==> src/shared/display_pkg.sv <==
// constants and types shared by the raster display controller
package display_pkg;
  localparam int WORD_W = 16;
  localparam int BUFFER_DEPTH = 16;
  localparam int CLK_PERIOD_NS = 20;
  // ********************************
  // sync timing
  // ********************************
  localparam int HRETRACE_NS = 6000;
  localparam int HRETRACE_CYCLES = HRETRACE_NS / CLK_PERIOD_NS;
  localparam int LINE_NS = 38095;
  localparam int LINE_CYCLES = LINE_NS / CLK_PERIOD_NS;
  localparam int FIELD_LINES = 437;
  localparam int VRETRACE_LINES = 20;
  // ********************************
  // second function field codes
  // ********************************
  localparam logic [3:0] FUNC_BUFFER_LOAD = 4'h8;
  localparam logic [3:0] FUNC_SET_MODE = 4'h9;
  localparam logic [3:0] FUNC_FIELD_TEST = 4'h8;
  // processor bus bit 0 is the msb
  localparam int BUS_RATE_BIT = 15;
  localparam int BUS_POLARITY_BIT = 14;
  typedef enum logic [2:0] {
    TASK_VERTICAL = 3'b001,
    TASK_HORIZONTAL = 3'b010,
    TASK_WORD = 3'b100
  } task_sel_type;
  typedef enum logic [1:0] {
    SYNC_ACTIVE = 2'b01,
    SYNC_RETRACE = 2'b10
  } sync_state_type;
  // ********************************
  // register port
  // ********************************
  localparam logic [3:0] REG_CURSOR_X = 4'h0;
  localparam logic [3:0] REG_CURSOR_PATTERN = 4'h1;
  localparam logic [3:0] REG_STATUS = 4'h2;
  localparam logic [15:0] CURSOR_OFF = 16'hffff;
  localparam logic [15:0] CURSOR_X_RESET = 16'hffff;
  localparam logic [15:0] CURSOR_PATTERN_RESET = 16'h0000;
  localparam int STAT_COUNT_LSB = 0;
  localparam int STAT_FIELD_EVEN = 5;
  localparam int STAT_SLOW = 6;
  localparam int STAT_POLARITY = 7;
  localparam int STAT_WORD_BLOCKED = 8;
  localparam int STAT_HORIZ_BLOCKED = 9;
  localparam int STAT_HBLANK = 10;
  localparam int STAT_VBLANK = 11;
endpackage

==> src/shared/sync_if.sv <==
// timing signals from the sync generator to the controller
interface sync_if;
  logic hblank;
  logic vblank;
  logic field_even;
  logic hretrace_start;
  logic vretrace_start;
  logic line_start;
  modport gen (
    output hblank,
    output vblank,
    output field_even,
    output hretrace_start,
    output vretrace_start,
    output line_start
  );
  modport user (
    input hblank,
    input vblank,
    input field_even,
    input hretrace_start,
    input vretrace_start,
    input line_start
  );
endinterface
==> src/logic/display_sync_gen.sv <==
// horizontal and vertical sync generator
module display_sync_gen #(
  parameter int LINE_CYCLES = display_pkg::LINE_CYCLES,
  parameter int HRETRACE_CYCLES = display_pkg::HRETRACE_CYCLES,
  parameter int FIELD_LINES = display_pkg::FIELD_LINES,
  parameter int VRETRACE_LINES = display_pkg::VRETRACE_LINES
) (
  input wire logic clk,
  input wire logic reset_n,
  sync_if.gen sync
);
  display_pkg::sync_state_type state_reg;
  logic [15:0] hcount_reg;
  logic [15:0] line_reg;
  logic field_even_reg;
  logic hretrace_start_reg;
  logic vretrace_start_reg;
  logic line_start_reg;
  logic line_end;
  logic field_end;

  assign line_end = (hcount_reg == 16'(LINE_CYCLES - 1));
  assign field_end = (line_reg == 16'(FIELD_LINES - 1));

  // ********************************
  // horizontal counter
  // ********************************
  always_ff @(posedge clk or negedge reset_n)
  begin
    if (!reset_n)
    begin
      hcount_reg <= 16'h0000;
      state_reg <= display_pkg::SYNC_RETRACE;
    end
    else
    begin
      hcount_reg <= line_end ? 16'h0000 : hcount_reg + 16'h0001;
      unique case (state_reg)
        display_pkg::SYNC_RETRACE:
        begin
          if (hcount_reg == 16'(HRETRACE_CYCLES - 1))
            state_reg <= display_pkg::SYNC_ACTIVE;
        end
        display_pkg::SYNC_ACTIVE:
        begin
          if (line_end)
            state_reg <= display_pkg::SYNC_RETRACE;
        end
      endcase
    end
  end

  // ********************************
  // vertical counter and field parity
  // ********************************
  always_ff @(posedge clk or negedge reset_n)
  begin
    if (!reset_n)
    begin
      line_reg <= 16'h0000;
      field_even_reg <= 1'b1;
    end
    else if (line_end)
    begin
      line_reg <= field_end ? 16'h0000 : line_reg + 16'h0001;
      if (field_end)
        field_even_reg <= ~field_even_reg;
    end
  end

  // ********************************
  // event pulses
  // ********************************
  // reset starts in retrace so the first field opens right after release
  always_ff @(posedge clk or negedge reset_n)
  begin
    if (!reset_n)
    begin
      hretrace_start_reg <= 1'b0;
      vretrace_start_reg <= 1'b0;
      line_start_reg <= 1'b0;
    end
    else
    begin
      hretrace_start_reg <= line_end;
      vretrace_start_reg <= line_end && field_end;
      line_start_reg <= (state_reg == display_pkg::SYNC_RETRACE) &&
                        (hcount_reg == 16'(HRETRACE_CYCLES - 1));
    end
  end

  assign sync.hblank = (state_reg == display_pkg::SYNC_RETRACE);
  assign sync.vblank = (line_reg < 16'(VRETRACE_LINES));
  assign sync.field_even = field_even_reg;
  assign sync.hretrace_start = hretrace_start_reg;
  assign sync.vretrace_start = vretrace_start_reg;
  assign sync.line_start = line_start_reg;
endmodule

==> src/logic/raster_display_controller.sv <==
// raster display controller: buffer, serializer, cursor and task wakeups

// Behaviour
// buffer-load function writes one bus word
// buffer carries words into bit-clock shifter
// bit clock stops in blanking; 50/100 ns
// set-mode bit 0: slow next line, next9
// set-mode bit 1 latches video polarity
// field test ORs next9 in even field
// vertical wakeup once at vertical retrace
// horizontal wakeup at field, word blocks
// horizontal block silences both until field
// word wakeup: unblocked, horizontal unblocked, not full
// horizontal retrace empties buffer, unblocks word
// priority vertical, horizontal, then word
// vertical task sets up field, yields
// horizontal follows link or blocks
// horizontal sets mode, tab, addresses
// word task sends tab zero words first
// word task fetches doublewords until line end
// 16x16 cursor merged, fixed size, polarity
// cursor line in shifter, counter starts
// cursor task loads x, pattern in retrace
// refresh task fetches pattern lines, coordinates
// cursor x of -1 hides cursor
// mode word: resolution, polarity, tab, count
// low resolution halves bit rate
// reset: empty, unblocked, fast, normal, vertical
module raster_display_controller #(
  parameter int LINE_CYCLES = display_pkg::LINE_CYCLES,
  parameter int HRETRACE_CYCLES = display_pkg::HRETRACE_CYCLES,
  parameter int FIELD_LINES = display_pkg::FIELD_LINES,
  parameter int VRETRACE_LINES = display_pkg::VRETRACE_LINES
) (
  input wire logic clk,
  input wire logic reset_n,
  input wire logic bit_clock_pin,
  input wire logic func_strobe,
  input wire logic [2:0] func_task,
  input wire logic [3:0] func_code,
  input wire logic [15:0] proc_bus,
  input wire logic block_strobe,
  input wire logic [2:0] block_task,
  input wire logic yield_strobe,
  input wire logic [2:0] yield_task,
  output logic next_bit9,
  output logic wake_vertical,
  output logic wake_horizontal,
  output logic wake_word,
  output logic [2:0] wake_grant,
  input wire logic [3:0] reg_addr,
  input wire logic [15:0] reg_wdata,
  input wire logic reg_write,
  input wire logic reg_read,
  output logic [15:0] reg_rdata,
  output logic video_out,
  output logic hsync_out,
  output logic vsync_out
);
  localparam int CW = $clog2(display_pkg::BUFFER_DEPTH + 1);
  localparam int PW = $clog2(display_pkg::BUFFER_DEPTH);
  localparam logic [CW-1:0] FULL_COUNT = CW'(display_pkg::BUFFER_DEPTH);
  localparam logic [4:0] WORD_BITS = 5'(display_pkg::WORD_W);

  sync_if sync ();

  display_sync_gen #(
    .LINE_CYCLES(LINE_CYCLES),
    .HRETRACE_CYCLES(HRETRACE_CYCLES),
    .FIELD_LINES(FIELD_LINES),
    .VRETRACE_LINES(VRETRACE_LINES)
  ) sync_gen (
    .clk(clk),
    .reset_n(reset_n),
    .sync(sync.gen)
  );

  function automatic logic func_hit(input logic [2:0] task_sel, input logic [3:0] code,
                                    input logic [2:0] want_task, input logic [3:0] want_code);
    func_hit = (task_sel == want_task) && (code == want_code);
  endfunction

  // ********************************
  // function decode
  // ********************************
  logic load_hit;
  logic set_mode_hit;
  logic field_test_hit;

  assign load_hit = func_strobe && func_hit(func_task, func_code,
                    display_pkg::TASK_WORD, display_pkg::FUNC_BUFFER_LOAD);
  assign set_mode_hit = func_strobe && func_hit(func_task, func_code,
                        display_pkg::TASK_HORIZONTAL, display_pkg::FUNC_SET_MODE);
  assign field_test_hit = func_strobe &&
    (func_hit(func_task, func_code, display_pkg::TASK_HORIZONTAL,
              display_pkg::FUNC_FIELD_TEST) ||
     func_hit(func_task, func_code, display_pkg::TASK_VERTICAL,
              display_pkg::FUNC_FIELD_TEST));

  // next-address merge is combinational so it lands in the same microcycle
  assign next_bit9 = (set_mode_hit && proc_bus[display_pkg::BUS_RATE_BIT]) ||
                     (field_test_hit && sync.field_even);

  // ********************************
  // mode and polarity
  // ********************************
  logic slow_pending_reg;
  logic slow_reg;
  logic polarity_reg;

  always_ff @(posedge clk or negedge reset_n)
  begin
    if (!reset_n)
    begin
      slow_pending_reg <= 1'b0;
      slow_reg <= 1'b0;
      polarity_reg <= 1'b0;
    end
    else
    begin
      if (set_mode_hit)
      begin
        slow_pending_reg <= proc_bus[display_pkg::BUS_RATE_BIT];
        polarity_reg <= proc_bus[display_pkg::BUS_POLARITY_BIT];
      end
      // rate change waits for the line boundary so a line never mixes rates
      if (sync.hretrace_start)
        slow_reg <= slow_pending_reg;
    end
  end

  // ********************************
  // bit clock sampling
  // ********************************
  logic bclk_meta_reg;
  logic bclk_sync_reg;
  logic bclk_prev_reg;
  logic phase_reg;
  logic blank;
  logic raw_tick;
  logic video_tick;

  always_ff @(posedge clk or negedge reset_n)
  begin
    if (!reset_n)
    begin
      bclk_meta_reg <= 1'b0;
      bclk_sync_reg <= 1'b0;
      bclk_prev_reg <= 1'b0;
    end
    else
    begin
      bclk_meta_reg <= bit_clock_pin;
      bclk_sync_reg <= bclk_meta_reg;
      bclk_prev_reg <= bclk_sync_reg;
    end
  end

  assign blank = sync.hblank || sync.vblank;
  assign raw_tick = bclk_sync_reg && !bclk_prev_reg && !blank;

  always_ff @(posedge clk or negedge reset_n)
  begin
    if (!reset_n)
      phase_reg <= 1'b0;
    else if (sync.hretrace_start)
      phase_reg <= 1'b0;
    else if (raw_tick)
      phase_reg <= ~phase_reg;
  end

  // slow mode uses every second edge, giving the doubled period
  assign video_tick = raw_tick && (!slow_reg || phase_reg);

  // ********************************
  // word buffer
  // ********************************
  logic [display_pkg::WORD_W-1:0] buffer_mem [display_pkg::BUFFER_DEPTH];
  logic [PW-1:0] wr_ptr_reg;
  logic [PW-1:0] rd_ptr_reg;
  logic [CW-1:0] count_reg;
  logic full;
  logic empty;
  logic push;
  logic pop;
  logic [display_pkg::WORD_W-1:0] shift_reg;
  logic [4:0] shift_left_reg;

  assign full = (count_reg == FULL_COUNT);
  assign empty = (count_reg == '0);
  // a load into a full buffer is dropped; the word task is never woken then
  assign push = load_hit && !full;
  assign pop = !empty && (shift_left_reg == 5'h00) && !sync.hretrace_start;

  always_ff @(posedge clk)
  begin
    if (push)
      buffer_mem[sync.hretrace_start ? '0 : wr_ptr_reg] <= proc_bus;
  end

  always_ff @(posedge clk or negedge reset_n)
  begin
    if (!reset_n)
    begin
      wr_ptr_reg <= '0;
      rd_ptr_reg <= '0;
      count_reg <= '0;
    end
    else if (sync.hretrace_start)
    begin
      // a word written in the clearing cycle is kept in slot zero
      wr_ptr_reg <= push ? PW'(1) : '0;
      rd_ptr_reg <= '0;
      count_reg <= push ? CW'(1) : '0;
    end
    else
    begin
      if (push)
        wr_ptr_reg <= wr_ptr_reg + PW'(1);
      if (pop)
        rd_ptr_reg <= rd_ptr_reg + PW'(1);
      count_reg <= count_reg + CW'(push) - CW'(pop);
    end
  end

  // ********************************
  // serializer
  // ********************************
  always_ff @(posedge clk or negedge reset_n)
  begin
    if (!reset_n)
    begin
      shift_reg <= '0;
      shift_left_reg <= 5'h00;
    end
    else if (sync.hretrace_start)
    begin
      shift_left_reg <= 5'h00;
    end
    else if (pop)
    begin
      shift_reg <= buffer_mem[rd_ptr_reg];
      shift_left_reg <= WORD_BITS;
    end
    else if (video_tick && shift_left_reg != 5'h00)
    begin
      shift_reg <= {shift_reg[display_pkg::WORD_W-2:0], 1'b0};
      shift_left_reg <= shift_left_reg - 5'h01;
    end
  end

  // ********************************
  // cursor
  // ********************************
  logic [15:0] cursor_x_reg;
  logic [15:0] cursor_pattern_reg;
  logic [15:0] cursor_shift_reg;
  logic [4:0] cursor_left_reg;
  logic [15:0] cursor_pos_reg;
  logic cursor_bit;

  // counts every edge, so the cursor keeps its size in both rates
  always_ff @(posedge clk or negedge reset_n)
  begin
    if (!reset_n)
    begin
      cursor_shift_reg <= '0;
      cursor_left_reg <= 5'h00;
      cursor_pos_reg <= '0;
    end
    else if (sync.hretrace_start)
    begin
      cursor_shift_reg <= cursor_pattern_reg;
      cursor_left_reg <= 5'h00;
      cursor_pos_reg <= '0;
    end
    else if (raw_tick)
    begin
      cursor_pos_reg <= cursor_pos_reg + 16'h0001;
      if (cursor_left_reg != 5'h00)
      begin
        cursor_shift_reg <= {cursor_shift_reg[14:0], 1'b0};
        cursor_left_reg <= cursor_left_reg - 5'h01;
      end
      else if (cursor_pos_reg == cursor_x_reg && cursor_x_reg != display_pkg::CURSOR_OFF)
        cursor_left_reg <= WORD_BITS;
    end
  end

  assign cursor_bit = (cursor_left_reg != 5'h00) && cursor_shift_reg[15];

  // ********************************
  // video and sync outputs
  // ********************************
  always_ff @(posedge clk or negedge reset_n)
  begin
    if (!reset_n)
    begin
      video_out <= 1'b0;
      hsync_out <= 1'b0;
      vsync_out <= 1'b0;
    end
    else
    begin
      // cursor shares the block polarity, merged before inversion
      video_out <= !blank && ((((shift_left_reg != 5'h00) && shift_reg[15]) ||
                   cursor_bit) ^ polarity_reg);
      hsync_out <= sync.hblank;
      vsync_out <= sync.vblank;
    end
  end

  // ********************************
  // task wakeups
  // ********************************
  logic wake_vertical_reg;
  logic wake_horizontal_reg;
  logic horiz_blocked_reg;
  logic word_blocked_reg;
  logic word_block_hit;

  assign word_block_hit = block_strobe && (block_task == display_pkg::TASK_WORD);

  always_ff @(posedge clk or negedge reset_n)
  begin
    if (!reset_n)
      wake_vertical_reg <= 1'b1;
    else if (sync.vretrace_start)
      wake_vertical_reg <= 1'b1;
    else if ((yield_strobe && yield_task == display_pkg::TASK_VERTICAL) ||
             (block_strobe && block_task == display_pkg::TASK_VERTICAL))
      wake_vertical_reg <= 1'b0;
  end

  always_ff @(posedge clk or negedge reset_n)
  begin
    if (!reset_n)
    begin
      wake_horizontal_reg <= 1'b0;
      horiz_blocked_reg <= 1'b0;
    end
    else if (sync.vretrace_start)
    begin
      wake_horizontal_reg <= 1'b1;
      horiz_blocked_reg <= 1'b0;
    end
    else if (block_strobe && block_task == display_pkg::TASK_HORIZONTAL)
    begin
      wake_horizontal_reg <= 1'b0;
      horiz_blocked_reg <= 1'b1;
    end
    else if (word_block_hit && !horiz_blocked_reg)
      wake_horizontal_reg <= 1'b1;
    else if (yield_strobe && yield_task == display_pkg::TASK_HORIZONTAL)
      wake_horizontal_reg <= 1'b0;
  end

  always_ff @(posedge clk or negedge reset_n)
  begin
    if (!reset_n)
      word_blocked_reg <= 1'b0;
    else if (word_block_hit)
      word_blocked_reg <= 1'b1;
    else if (sync.hretrace_start)
      word_blocked_reg <= 1'b0;
  end

  assign wake_vertical = wake_vertical_reg;
  assign wake_horizontal = wake_horizontal_reg && !horiz_blocked_reg;
  assign wake_word = !word_blocked_reg && !horiz_blocked_reg && !full;

  always_comb
  begin
    wake_grant = 3'b000;
    if (wake_vertical)
      wake_grant = display_pkg::TASK_VERTICAL;
    else if (wake_horizontal)
      wake_grant = display_pkg::TASK_HORIZONTAL;
    else if (wake_word)
      wake_grant = display_pkg::TASK_WORD;
  end

  // ********************************
  // register port
  // ********************************
  always_ff @(posedge clk or negedge reset_n)
  begin
    if (!reset_n)
    begin
      cursor_x_reg <= display_pkg::CURSOR_X_RESET;
      cursor_pattern_reg <= display_pkg::CURSOR_PATTERN_RESET;
    end
    else if (reg_write)
    begin
      if (reg_addr == display_pkg::REG_CURSOR_X)
        cursor_x_reg <= reg_wdata;
      if (reg_addr == display_pkg::REG_CURSOR_PATTERN)
        cursor_pattern_reg <= reg_wdata;
    end
  end

  always_ff @(posedge clk or negedge reset_n)
  begin
    if (!reset_n)
      reg_rdata <= 16'h0000;
    else if (reg_read)
    begin
      reg_rdata <= 16'h0000;
      unique case (reg_addr)
        display_pkg::REG_CURSOR_X: reg_rdata <= cursor_x_reg;
        display_pkg::REG_CURSOR_PATTERN: reg_rdata <= cursor_pattern_reg;
        display_pkg::REG_STATUS:
        begin
          reg_rdata[display_pkg::STAT_COUNT_LSB +: CW] <= count_reg;
          reg_rdata[display_pkg::STAT_FIELD_EVEN] <= sync.field_even;
          reg_rdata[display_pkg::STAT_SLOW] <= slow_reg;
          reg_rdata[display_pkg::STAT_POLARITY] <= polarity_reg;
          reg_rdata[display_pkg::STAT_WORD_BLOCKED] <= word_blocked_reg;
          reg_rdata[display_pkg::STAT_HORIZ_BLOCKED] <= horiz_blocked_reg;
          reg_rdata[display_pkg::STAT_HBLANK] <= sync.hblank;
          reg_rdata[display_pkg::STAT_VBLANK] <= sync.vblank;
        end
        default: reg_rdata <= 16'h0000;
      endcase
    end
    else
      reg_rdata <= 16'h0000;
  end
endmodule

==> config.mk <==
export PLATFORM = sky130hd
export DESIGN_NAME = raster_display_controller
export DESIGN_NICKNAME = d
export VERILOG_FILES = /design/src/shared/display_pkg.sv /design/src/shared/sync_if.sv /design/src/logic/display_sync_gen.sv /design/src/logic/raster_display_controller.sv
export SDC_FILE = /design/constraint.sdc
export NUM_CORES = 1
export LEC_CHECK = 0
export ABC_AREA = 1
export BUFFER_PORTS_ARGS = -buffer_cell sky130_fd_sc_hd__buf_4
export CAP_MARGIN = 20
export CORE_ASPECT_RATIO = 0.9
export CORE_MARGIN = 1
export CORE_UTILIZATION = 56
export DETAILED_ROUTE_END_ITERATION = 12
export PLACE_DENSITY = 0.72
export SYNTH_ARGS = -nofsm -noshare
export SYNTH_HDL_FRONTEND = slang
export SYNTH_SLANG_ARGS = --single-unit
==> constraint.sdc <==
create_clock -name clk -period 2.4 [get_ports clk]
set_clock_uncertainty 0.1 [all_clocks]
set_input_delay 0.24 -clock clk [delete_from_list [all_inputs] [get_ports clk]]
set_output_delay 0.24 -clock clk [all_outputs]
set_load 0.02 [all_outputs]
==> results summary, run 1 <==
The run finished with clean final reports. The proportion of netlist area held by the largest area contributor came out at 39.41%. Summed over all instances, the cell type with the most area after synthesis is sky130_fd_sc_hd__edfxtp_1.

The minimum setup slack in the final design came out at around 0.0075 ns. The clock slew at the register clock pins of the worst setup and hold paths is about 0.06 ns. The data arrival time at the worst-slack endpoint is 2.70 ns.

Max-cap violations in this run came to 0. The maximum clock insertion buffer count is 3. The count of clock tree sinks came out at 426. Counting flops per register, the top entry is buffer_mem. The maximum resistive drop on vdd came out at 0.7974 mV. The synthesized area per cell is between 9 and 10 µm². The wire length of the first global-routing pass came out at approximately 77000 µm. The minimum setup slack after placement is -0.1683 ns. The number of nets in the synthesized netlist is 2171.

The clock latency on the worst-skew pair came out at ~0.55 ns. The final number of max-transition violations is 0. After detailed routing, the number of vias per cell comes to 5.348.

The final weighted congestion of routability-driven global placement came out at 0.8849. The worst hold margin is roughly 0.022 ns. The total length of routed wires is approximately 48000 µm. In this run the standard cell core region covers 34110 µm². The first routing iteration left 1145 violations.

The die area came out at around 36000 µm². The detailed-route via count came out at 14786. The leakage power came out at 10.19 nW. After detailed routing, the number of remaining DRC violations is 0. The sequential area share after synthesis came out at 61.34%. Buffers placed on the I/O ports in this run total just over 80. The pin count of the biggest net entering global routing came out at 73. The floorplan die height came out at ~180 µm.

The half-perimeter wire length after placement came out at about 32000 µm. The number of antenna violations at the first check in global routing came out at 0. The flip-flop count of the largest register, all copies and words added is 256. The final number of hold-violating endpoints came out at 0. Cells with a size suffix above 1 make up 13.37% of the layout. STA classifies the critical path endpoint as a register. The total placed instance area is 21120 µm². After synthesis the netlist holds a flip-flop and latch count of 426. By area the synthesized netlist is led by sky130_fd_sc_hd__edfxtp_1 39%, sky130_fd_sc_hd__dfrtp_1 19%, sky130_fd_sc_hd__nand2_1 12%. In this run, distinct cell masters in the synthesized netlist total 48. Setup violations remaining at the end of the flow were counted as 0. The clock tree from TritonCTS is done.

The final non-filler cell area came out at 23080 µm². The gate count of the mapped netlist came out at around 2100. The timing-limited maximum frequency came out at 418.0 MHz. Clock tree synthesis inserted a total of 45 buffers.

The number of rows created at floorplan came out at 64. The worst setup path is launched from a register. The number of global-route vias before repair is 14413. The minimum clock period after layout came out at 2.392 ns.

For this design the top-level I/O count stands at 83. The total of fill cells in the finished design came out at roughly 2700. The cell sitting at the root of the clock tree is a sky130_fd_sc_hd__clkbuf_16.

The share of synthesized registers carrying an async set or reset is 39.91%. The average wire per standard cell came out at roughly 17 µm. The period utilization came out at 99.69%. The maximum level of the CTS H-tree came out at 2. The most common cell in the synthesized netlist is sky130_fd_sc_hd__nand2_1.

The most used flip-flop cell after synthesis is sky130_fd_sc_hd__edfxtp_1. The worst hold path belongs to the class input pin to register. The slew of the pin with the lowest slew margin is 0.9111 ns. The first-pass iteration count of the detailed router is 6.

The initial standard-cell utilization of the core is 57.19%. The number of nets at the end of the flow is 2339. The antenna cell count is 0.

Power spread over the standard cell area amounts to 931.2 nW/µm². The number of warnings reported in the yosys synthesis log is 0. The number of enable-type register cells in the synthesized netlist came out at 256. The critical path in this run is classified as register to register.

In the synthesized netlist, the cells that appear most often are 648 x sky130_fd_sc_hd__nand2_1, 256 x sky130_fd_sc_hd__edfxtp_1, 246 x sky130_fd_sc_hd__inv_1, 187 x sky130_fd_sc_hd__nand3_1, 168 x sky130_fd_sc_hd__nor2_1. The global-route total usage across every layer came out at 28.10%. The antenna violation net count after detailed routing came out at 0. The aggregate negative setup slack is 0 ns. The register-to-register setup slack came out at around 0.0075 ns. The mapped netlist covers between 15000 and 20000 µm².

The data required time of the critical path came out at about 2.7 ns. The area overhead of the layout relative to synthesis is 18.34%. After global routing the overflow that remains totals 0. Of all nets on the critical path, the largest fanout is 2. The remaining max-slew budget at the tightest pin is between 30% and 40%. Setup repair after global routing could not meet its margin everywhere. The die is 198.7 µm wide.
-- power breakdown --
| group | total, mW | switching [mW] | internal, mW |
|---|---|---|---|
| clock | 6.70 | 2.81 | 3.89 |
| combinational | 6.26 | 4.10 | 2.16 |
| sequential | 8.54 | 0.348 | 8.19 |
-- critical path, cell delays in order (launching register included) --
cell                      delay, ns
sky130_fd_sc_hd__dfrtp_1       0.39
sky130_fd_sc_hd__inv_2         0.09
sky130_fd_sc_hd__ha_4          0.14
sky130_fd_sc_hd__nand4_1       0.13
sky130_fd_sc_hd__nand2_4       0.14
sky130_fd_sc_hd__nor2_8        0.04
sky130_fd_sc_hd__ha_4          0.26
sky130_fd_sc_hd__inv_2         0.04
sky130_fd_sc_hd__ha_4          0.14
sky130_fd_sc_hd__inv_2         0.06
sky130_fd_sc_hd__fa_2          0.19
sky130_fd_sc_hd__inv_2         0.04
sky130_fd_sc_hd__a21oi_2       0.11
sky130_fd_sc_hd__nor2_1        0.06
sky130_fd_sc_hd__nor2_1        0.11
sky130_fd_sc_hd__xor2_1        0.16
sky130_fd_sc_hd__nor2_1        0.05
-- what timing repair did --
| action | CTS | global route |
|---|---|---|
| pin swaps | 4 | 5 |
| endpoints found under the hold margin | 447 | 0 |
| resized for setup | 17 | 1 |
| gates cloned | 0 | 0 |
| hold buffers | 44 | 0 |
| endpoints found under the setup margin | 2 | 2 |
| setup buffers | 3 | 1 |
-- worst paths after layout --
kind                                          end  depth (start not counted)           from
worst max-delay path                 count_reg[4]                         16   count_reg[2]
worst min-delay path             slow_pending_reg                          5   func_code[1]
worst max register to register       count_reg[4]                         16   count_reg[2]
worst min register to register      bclk_sync_reg                          0  bclk_meta_reg
max in group asynchronous        cursor_x_reg[10]                          3        reset_n
min in group asynchronous       cursor_pos_reg[2]                          2        reset_n
-- through the flow --
step	cells	utilization, %	power (mW)
6_report	2765	67.67	21.50
3_3_place_gp	2633	61.92	14.52
2_1_floorplan	2098	-	12.60
3_5_place_dp	2633	61.92	14.66
4_1_cts	2764	67.65	21.56
5_1_grt	2765	67.67	22.68
-- placed cells by master (no fill, tap or decap), drive strengths merged, types with 49 or more instances in the layout --
| cell | n |
|---|---|
| nand2 | 656 |
| edfxtp | 256 |
| inv | 255 |
| nand3 | 188 |
| nor2 | 173 |
| buf | 159 |
| dfrtp | 151 |
| o21ai | 111 |
| clkbuf | 67 |
| a21oi | 49 |
-- cells by family after synthesis --
group / count (synthesis) / share of synthesized area (%)
and+or+nand+nor: 1092 / 23.60
DFF: 426 / 61.34
buffers and inverters: 339 / 7.152
AOI/OAI and AO/OA: 189 / 5.234
xor gates and xnor gates: 36 / 1.616
adders and majority gates: 16 / 1.065
-- routing by layer --
layer	up-vias	global-route usage (%)	routed length [µm]
met5	-	0	0
met4	0	9.231	1439
met3	87	4.233	3352
met2	505	45.72	22580
met1	7014	38.90	20480
li1	7180	-	-
-- layout make-up --
| type | count | area [µm²] | area share [%] |
|---|---|---|---|
| clock buffer | 67 | 1311 | 5.680 |
| tap | 462 | 578.1 | 2.504 |
| inverter | 257 | 975.9 | 4.228 |
| sequential | 426 | 11970 | 51.85 |
| timing repair buffer | 203 | 1876 | 8.125 |
| multi-input combinational | 1333 | 6257 | 27.11 |
| clock inverter | 17 | 116.4 | 0.5041 |
(Power assumes the default switching activity.)
==> run 2, diff against run 1 <==
- CTS_CLUSTER_SIZE: not set -> 14
- PLACE_DENSITY: 0.72 -> 0.69
- clock period: 2.4 -> 2.9 ns (I/O delays scaled with it)
==> run 2 against run 1 <==
Against the previous run: cell count is 1.6% lower; register-to-register slack improved by 0.31 ns; largest power group unchanged; die area did not move; count of clock-buffer cells in the layout decreased by 2; sequential power fell by 17%; cell area down 2.7%; sequential share of layout area increased by 1.5 points; non-clock buffer count is 39 lower; global-route usage down 1.0 points; first-iteration DRC count rose by 9.7%.
==> results summary, run 2 (same netlist as run 1, synthesis figures left out) <==
The flow ran to the end, and the final reports show no timing, DRC or antenna violations. The number of cells on the worst reg-to-reg path was 16 (unchanged). The iteration-0 DRC count of the detailed router is 1256 (+9.7%). The number of max-cap violations is 0 (unchanged). The width of the die came to 198.7 µm (unchanged). The clock latency on the worst-skew pair came to 0.55 ns (about the same). The number of nets at the end of the flow came out at 2298 (-1.8%). The total of fill cells in the finished design is 2730 (+1.8%). The average wire per standard cell was 17.15 µm (-0.94%). The minimum clock period after layout came to 2.579 ns (+0.1868 ns). The number of antenna violations at the first check in global routing is 1 (+1). The maximum resistive drop on vdd came out at 0.4394 mV (-45%). The number of buffers created by CTS came out at 43 (-4.4%). The pin count of the biggest net entering global routing came out at 171 (+130%). The antenna cell count is 0 (unchanged). The global-route total usage across every layer came out at 27.09% (-1.0 points).

The maximum clock insertion buffer count is 3 (unchanged). The die area is 35590 µm² (unchanged). The worst flop-to-flop path startpoint is count_reg[2]. The tree is rooted in a sky130_fd_sc_hd__clkbuf_16.

The kind of launch point of the worst setup path is a register. The utilization after layout was 65.82% (-1.9 points). The data required time of the critical path came to 3.27 ns (+0.56 ns). The total DRC errors in the routed layout is 0 (unchanged). The total placed cells including tap cells is 2606 (-1.0%). The number of global-route vias before repair is 14086 (-2.3%). The data arrival time at the worst-slack endpoint is 2.95 ns (+0.25 ns).

The count of input and output buffers is 82 (unchanged). The floorplan die height came out at 179.1 µm (unchanged). The footprint of the multi-input gates came out at 6193 µm² (-1.0%). The total setup buffers inserted after CTS is 0 (-3). The initial standard-cell utilization of the core was 57.19% (unchanged). The worst min-delay path class is input pin to register.

The timing-limited maximum frequency was 387.7 MHz (-7.2%). The final number of max-transition violations came out at 0 (unchanged). The leakage power is 9.943 nW (-2.4%).

The number of cells in the finished layout apart from fillers is 2721 (-1.6%). The number of rows created at floorplan is 64 (unchanged). The wire length of the first global-routing pass is 74140 µm (-3.5%). The total length of routed wires came out at 46650 µm (-2.5%).

The final weighted congestion of routability-driven global placement is 0.8997 (+1.7%). The library cells used most frequently in the layout, excluding fill and tap cells, are 648 x sky130_fd_sc_hd__nand2_1, 256 x sky130_fd_sc_hd__edfxtp_1, 246 x sky130_fd_sc_hd__inv_1. The setup-violating endpoint count in the final report came out at 0 (unchanged). In this run the worst setup path terminates at count_reg[4]. The power after layout is 17.17 mW (-20%). The area overhead of the layout relative to synthesis is 15.09%. The share of cells above drive strength 1 is 11.51% (-1.9 points). The antenna violation net count after detailed routing came out at 0 (unchanged). The first-pass iteration count of the detailed router is 5 (-1). More flip-flops sit in one register than any other, and that register is buffer_mem.

The power per unit of standard cell area came out at 764.6 nW/µm² (-18%). The total placed instance area is 20730 µm² (-1.8%). The half-perimeter wire length after placement came out at 30030 µm (-5.3%). The highest fanout seen on the critical path came to 5 (+3). The leading cell type in the layout, fill and taps excluded is sky130_fd_sc_hd__nand2_1. The average via count per standard cell came out at 5.373 (+0.48%). The critical register-to-register path endpoint is count_reg[4]. The final number of hold-violating endpoints is 0 (unchanged). The remaining max-slew budget at the tightest pin is 36.07% (-3.0 points).

The aggregate global routing overflow is 0 (unchanged). The register cell area after layout came to 11970 µm² (unchanged). The worst hold margin was 0.009529 ns (-0.01241 ns). The slew of the pin with the lowest slew margin is 0.9589 ns (+0.04781 ns). The most critical setup path has its startpoint at count_reg[2]. The detailed-route via count is 14621 (-1.1%). The clock slew at the register clock pins of the worst setup and hold paths came out at 0.06 ns (about the same). The minimum setup slack in the final design came out at 0.3207 ns (+0.3132 ns). Setup repair after global routing left no endpoint under its margin. The clock tree from TritonCTS is done. The minimum setup slack after placement came out at 0.3184 ns (+0.4867 ns). The count of clock tree sinks is 426 (unchanged). The aggregate negative setup slack came out at 0 ns (unchanged).

The period utilization came out at 88.94% (-11 points). STA classifies the critical path endpoint as a register. The register-to-register setup slack came out at 0.32 ns (+0.31 ns). The final non-filler cell area is 22450 µm² (-2.7%).

The I/O pin total is 83 (unchanged). The flip-flop count of the largest register, all copies and words added came to 256 (unchanged). The setup path with the least slack is of type register to register.

The maximum level of the CTS H-tree was 2 (unchanged). The core area came out at 34110 µm² (unchanged).
-- run 2: changes by cell type in the layout (fill, tap and decap cells not counted), sizes merged --
| cell | previous run | this run |
|---|---|---|
| bufinv | 1 | 0 |
| clkinv | 15 | 16 |
| clkinvlp | 3 | 0 |
| dlygate4sd3 | 44 | 36 |
| buf | 159 | 128 |
| clkbuf | 67 | 65 |
-- run 2: where the power goes --
| part | switching (mW) | internal, mW | total, mW |
|---|---|---|---|
| Clock | 2.28 | 3.05 | 5.33 |
| Combinational | 3.25 | 1.50 | 4.75 |
| Sequential | 0.309 | 6.78 | 7.09 |
-- run 2: timing repair --
action,4_1_cts,5_1_grt
hold buffers,36,0
gates resized for setup,0,0
endpoints found under the hold margin,280,0
-- run 2: worst min-delay path by stage --
stage / slack (ns) / cells after the start / to / start
after floorplan: -0.11 / 0 / bclk_meta_reg / reset_n
after global placement: 0.26 / 0 / bclk_sync_reg / bclk_meta_reg
after detailed placement: 0.25 / 0 / bclk_sync_reg / bclk_meta_reg
after CTS: 0.002 / 1 / buffer_mem[3][1] / proc_bus[1]
after global routing: 0.004 / 1 / buffer_mem[5][7] / proc_bus[7]
final: 0.01 / 1 / buffer_mem[2][7] / proc_bus[7]
-- run 2: layer usage --
layer / share of wire, % / vias to the layer above / track usage, % / wire [µm]
met3: 6.4 / 90 / 3.800 / 2999
li1: - / 7087 / - / -
met5: 0 / - / 0 / 0
met2: 46 / 516 / 43.81 / 21470
met4: 2.6 / 0 / 8.013 / 1227
met1: 45 / 6928 / 38.29 / 20950
-- run 2: final cells by class --
class / instances / share of cell area (%)
Timing Repair Buffer: 164 / 6.125
Inverter: 257 / 4.347
Multi-Input combinational cell: 1333 / 27.59
Clock inverter: 14 / 0.3511
Clock buffer: 65 / 5.701
Sequential cell: 426 / 53.32
Tap cell: 462 / 2.575
-- run 2: critical path, cell delays in order (launching register included) --
cell and delay, ns:
sky130_fd_sc_hd__dfrtp_1 0.40, sky130_fd_sc_hd__inv_1 0.10, sky130_fd_sc_hd__ha_1 0.17, sky130_fd_sc_hd__nand4_1 0.15, sky130_fd_sc_hd__nand2_4 0.15, sky130_fd_sc_hd__nor2_8 0.04, sky130_fd_sc_hd__ha_1 0.27, sky130_fd_sc_hd__inv_1 0.05
sky130_fd_sc_hd__ha_1 0.14, sky130_fd_sc_hd__inv_1 0.06, sky130_fd_sc_hd__fa_1 0.35, sky130_fd_sc_hd__inv_1 0.09, sky130_fd_sc_hd__a21oi_1 0.06, sky130_fd_sc_hd__nor2_1 0.08, sky130_fd_sc_hd__nor2_1 0.05, sky130_fd_sc_hd__xor2_1 0.13
sky130_fd_sc_hd__nor2_1 0.10
==> run 3, diff against run 2 <==
- REMOVE_ABC_BUFFERS: not set -> 1
==> run 3 against run 2 <==
Against the previous run: sequential power rose by 0.7%; total power increased by 1.7%; worst hold slack improved by 0.0046 ns; count of clock-buffer cells in the layout decreased by 2; largest cell class unchanged; cell area grew 0.19%; critical endpoint unchanged; highest routed layer unchanged; die area is the same; worst setup slack worse by 0.096 ns; global-route usage is 0.28 points higher; register-to-register slack worse by 0.096 ns; critical path depth rose by 1; sequential cell count did not move.
==> results summary, run 3 (same netlist as run 1, synthesis figures left out) <==
By instance count, the cell type seen most on the critical path is sky130_fd_sc_hd__inv_1. The switching component of the power was 5.921 mW (+1.4%). The maximum clock insertion buffer count is 3 (unchanged). The setup-violating endpoint count in the final report was 0 (unchanged). In this run the clock root is driven by a sky130_fd_sc_hd__clkbuf_16.

Ranked by flip-flop count, first place goes to buffer_mem. The count of input and output buffers is 82 (unchanged). The number of buffers created by CTS is 44 (+2.3%). The final weighted congestion of routability-driven global placement came to 0.9230 (+2.6%). The highest fanout seen on the critical path is 5 (unchanged). The total length of routed wires came out at 46790 µm (+0.30%). The number of nets at the end of the flow came out at 2296 (-0.087%). The floorplan die height came out at 179.1 µm (unchanged).

The clock network fraction of design power came to 31.6% (+0.5 points). The total DRC errors in the routed layout is 0 (unchanged). The proportion of power drawn by flip-flops and latches came out at 40.9% (-0.4 points). The power per unit of standard cell area came to 776.2 nW/µm² (+1.5%).

The total of fill cells in the finished design is 2779 (+1.8%). The number of cells in the finished layout apart from fillers came to 2718 (-0.11%). The worst hold margin came out at 0.01413 ns (+0.004596 ns). The power after layout is 17.46 mW (+1.7%). The data arrival time at the worst-slack endpoint was 2.99 ns (+0.04 ns). The first-pass iteration count of the detailed router is 5 (unchanged). The number of cells upsized or downsized after cts is 0 (unchanged). The global-route total usage across every layer came out at 27.37% (+0.28 points). The detailed-route via count was 14642 (+0.14%).

The maximum resistive drop on vdd came out at 0.4490 mV (+2.2%). The leakage power is 9.947 nW (about the same). Leaving out fill and tap cells, the most frequent cells in the layout are 648 x sky130_fd_sc_hd__nand2_1, 256 x sky130_fd_sc_hd__edfxtp_1, 246 x sky130_fd_sc_hd__inv_1.

The internal power came out at 11.54 mW (+1.9%). The antenna cell count is 0 (unchanged). The kind of launch point of the worst setup path is a register. The I/O pin total is 83 (unchanged).

The slowest stage of the critical path is the sky130_fd_sc_hd__dfrtp_1 cell. The width of the die came out at 198.7 µm (unchanged). The pin count of the biggest net entering global routing came out at 75 (-56%).

The initial standard-cell utilization of the core is 57.19% (unchanged). The maximum level of the CTS H-tree is 2 (unchanged). The library cell used most frequently in the layout, excluding fill and tap cells, is sky130_fd_sc_hd__nand2_1. The average via count per standard cell is 5.387 (+0.25%). The fraction of power spent switching nets is 33.91% (-0.11 points). The global-route track usage on met3 is 3.348% (-0.45 points). The number of max-cap violations came out at 0 (unchanged).

The global routing stage identified its most utilized layer as met2. The aggregate global routing overflow is 0 (unchanged). The data required time of the critical path is 3.22 ns (-0.05 ns).

The remaining max-slew budget at the tightest pin was 35.66% (-0.41 points). The flip-flop count of the largest register, all copies and words added is 256 (unchanged). The number of rows created at floorplan came out at 64 (unchanged).

The timing-limited maximum frequency is 373.7 MHz (-3.6%). The number of antenna violations at the first check in global routing came out at 0 (-1). The number of global-route vias before repair is 13916 (-1.2%). The clock latency on the worst-skew pair was 0.55 ns (about the same). The iteration-0 DRC count of the detailed router is 1257 (+0.080%). The slew of the pin with the lowest slew margin is 0.9627 ns (+0.003800 ns). The total placed cells including tap cells came out at 2604 (-0.077%). The share of cells above drive strength 1 is 11.44% (-0.073 points). The wire length of the first global-routing pass is 74730 µm (+0.79%). The final number of hold-violating endpoints is 0 (unchanged). TritonCTS built the clock tree. The core area came out at 34110 µm² (unchanged).

Traced cell by cell, the critical path runs through inv_1 -> ha_1 -> nand2_2 -> nor2_4 -> nand2_4 -> nor2_8 -> ha_1 -> inv_1 -> ha_1 -> inv_1 -> fa_1 -> inv_1 -> a21oi_1 -> nor2_1 -> nor2_1 -> xor2_1 -> nor2_1. The average wire per standard cell is 17.22 µm (+0.42%). From synthesis to final layout, the design area changed by 15.31%. The part of the power in combinational logic came out at 27.5% (-0.2 points). The class of the most critical setup path is register to register. The period utilization was 92.27% (+3.3 points).

The fraction of met2 tracks used by global routing is 41.97% (-1.8 points). The final number of max-transition violations was 0 (unchanged). The run finished with clean final reports. The die area is 35590 µm² (unchanged). The half-perimeter wire length after placement is 31070 µm (+3.5%).

The met1 usage in global routing came out at 41.18% (+2.9 points). The count of clock tree sinks came out at 426 (unchanged). Setup repair after global routing left no endpoint under its margin. The delay of the slowest cell on the worst path came out at 0.41 ns (about the same).

The antenna violation net count after detailed routing is 0 (unchanged). The minimum clock period after layout came out at 2.676 ns (+0.09644 ns). The clock slew at the register clock pins of the worst setup and hold paths came out at 0.06 ns (about the same). The endpoint class of the critical path is a register. The tightest min-delay check is of the input pin to register type.
-- run 3: cell count changes in the layout (fill, tap and decap cells not counted), sizes merged --
cell / before / now
clkinv: 16 / 15
bufinv: 0 / 3
clkbuf: 65 / 63
inv: 255 / 254
buf: 128 / 127
clkinvlp: 0 / 1
dlygate4sd3: 36 / 34
-- run 3: power groups by stage --
stage / Sequential [mW] / Clock, mW / Combinational [mW]
after floorplan: 7.34 / 0 / 2.87
after global placement: 7.23 / 0 / 4.62
after detailed placement: 7.24 / 0 / 4.70
after CTS: 7.13 / 5.59 / 4.78
after global routing: 7.18 / 5.80 / 5.38
final: 7.14 / 5.51 / 4.81
-- run 3: final timing paths --
check / cells after the start / from / to / slack, ns
setup / recovery: 17 / shift_left_reg[0] / count_reg[4] / 0.22
hold / removal: 1 / proc_bus[12] / buffer_mem[8][12] / 0.01
setup reg to reg: 17 / shift_left_reg[0] / count_reg[4] / 0.22
hold reg to reg: 0 / bclk_meta_reg / bclk_sync_reg / 0.25
max in group asynchronous: 3 / reset_n / cursor_x_reg[5] / 1.71
min in group asynchronous: 2 / reset_n / cursor_left_reg[1] / 0.20
-- run 3: per-layer routing --
layer	wire, µm	vias to the layer above
met5	0	-
met4	1140	0
met3	3340	74
met2	20960	510
met1	21350	6969
li1	-	7089
-- run 3: metrics by stage --
step	utilization (%)	TNS, ns	worst slack [ns]	area [µm²]
2_1_floorplan	-	-42.91	-1.899	19090
3_3_place_gp	60.84	0	0.1270	20750
3_5_place_dp	60.84	0	0.08682	20750
4_1_cts	65.92	0	0.04305	22490
5_1_grt	65.94	0	0.04810	22490
6_report	65.94	0	0.2243	22490
-- run 3: final cells by class --
cell class              instances  area, µm²  share of cell area [%]
clock buffers                  63       1234                   5.484
clock inverters                16      157.7                  0.7009
inverters                     257      975.9                   4.339
multi-input cells            1333       6193                   27.53
flip-flops and latches        426      11970                   53.21
well taps                     462      578.1                   2.570
repair buffers                161       1385                   6.158
-- run 3: critical path, delay by kind of cell (launching register included) --
kind,cells,cell delay [ns]
compound gates,1,0.06
flops,1,0.41
simple gates,7,0.63
fa+ha+maj,4,0.91
buf+inv,4,0.30
xor+xnor,1,0.13
-- run 3: timing repair --
item,4_1_cts,5_1_grt
endpoints found under the setup margin,0,1
hold buffers,34,0
hold endpoints to repair,199,0
setup buffers,0,1
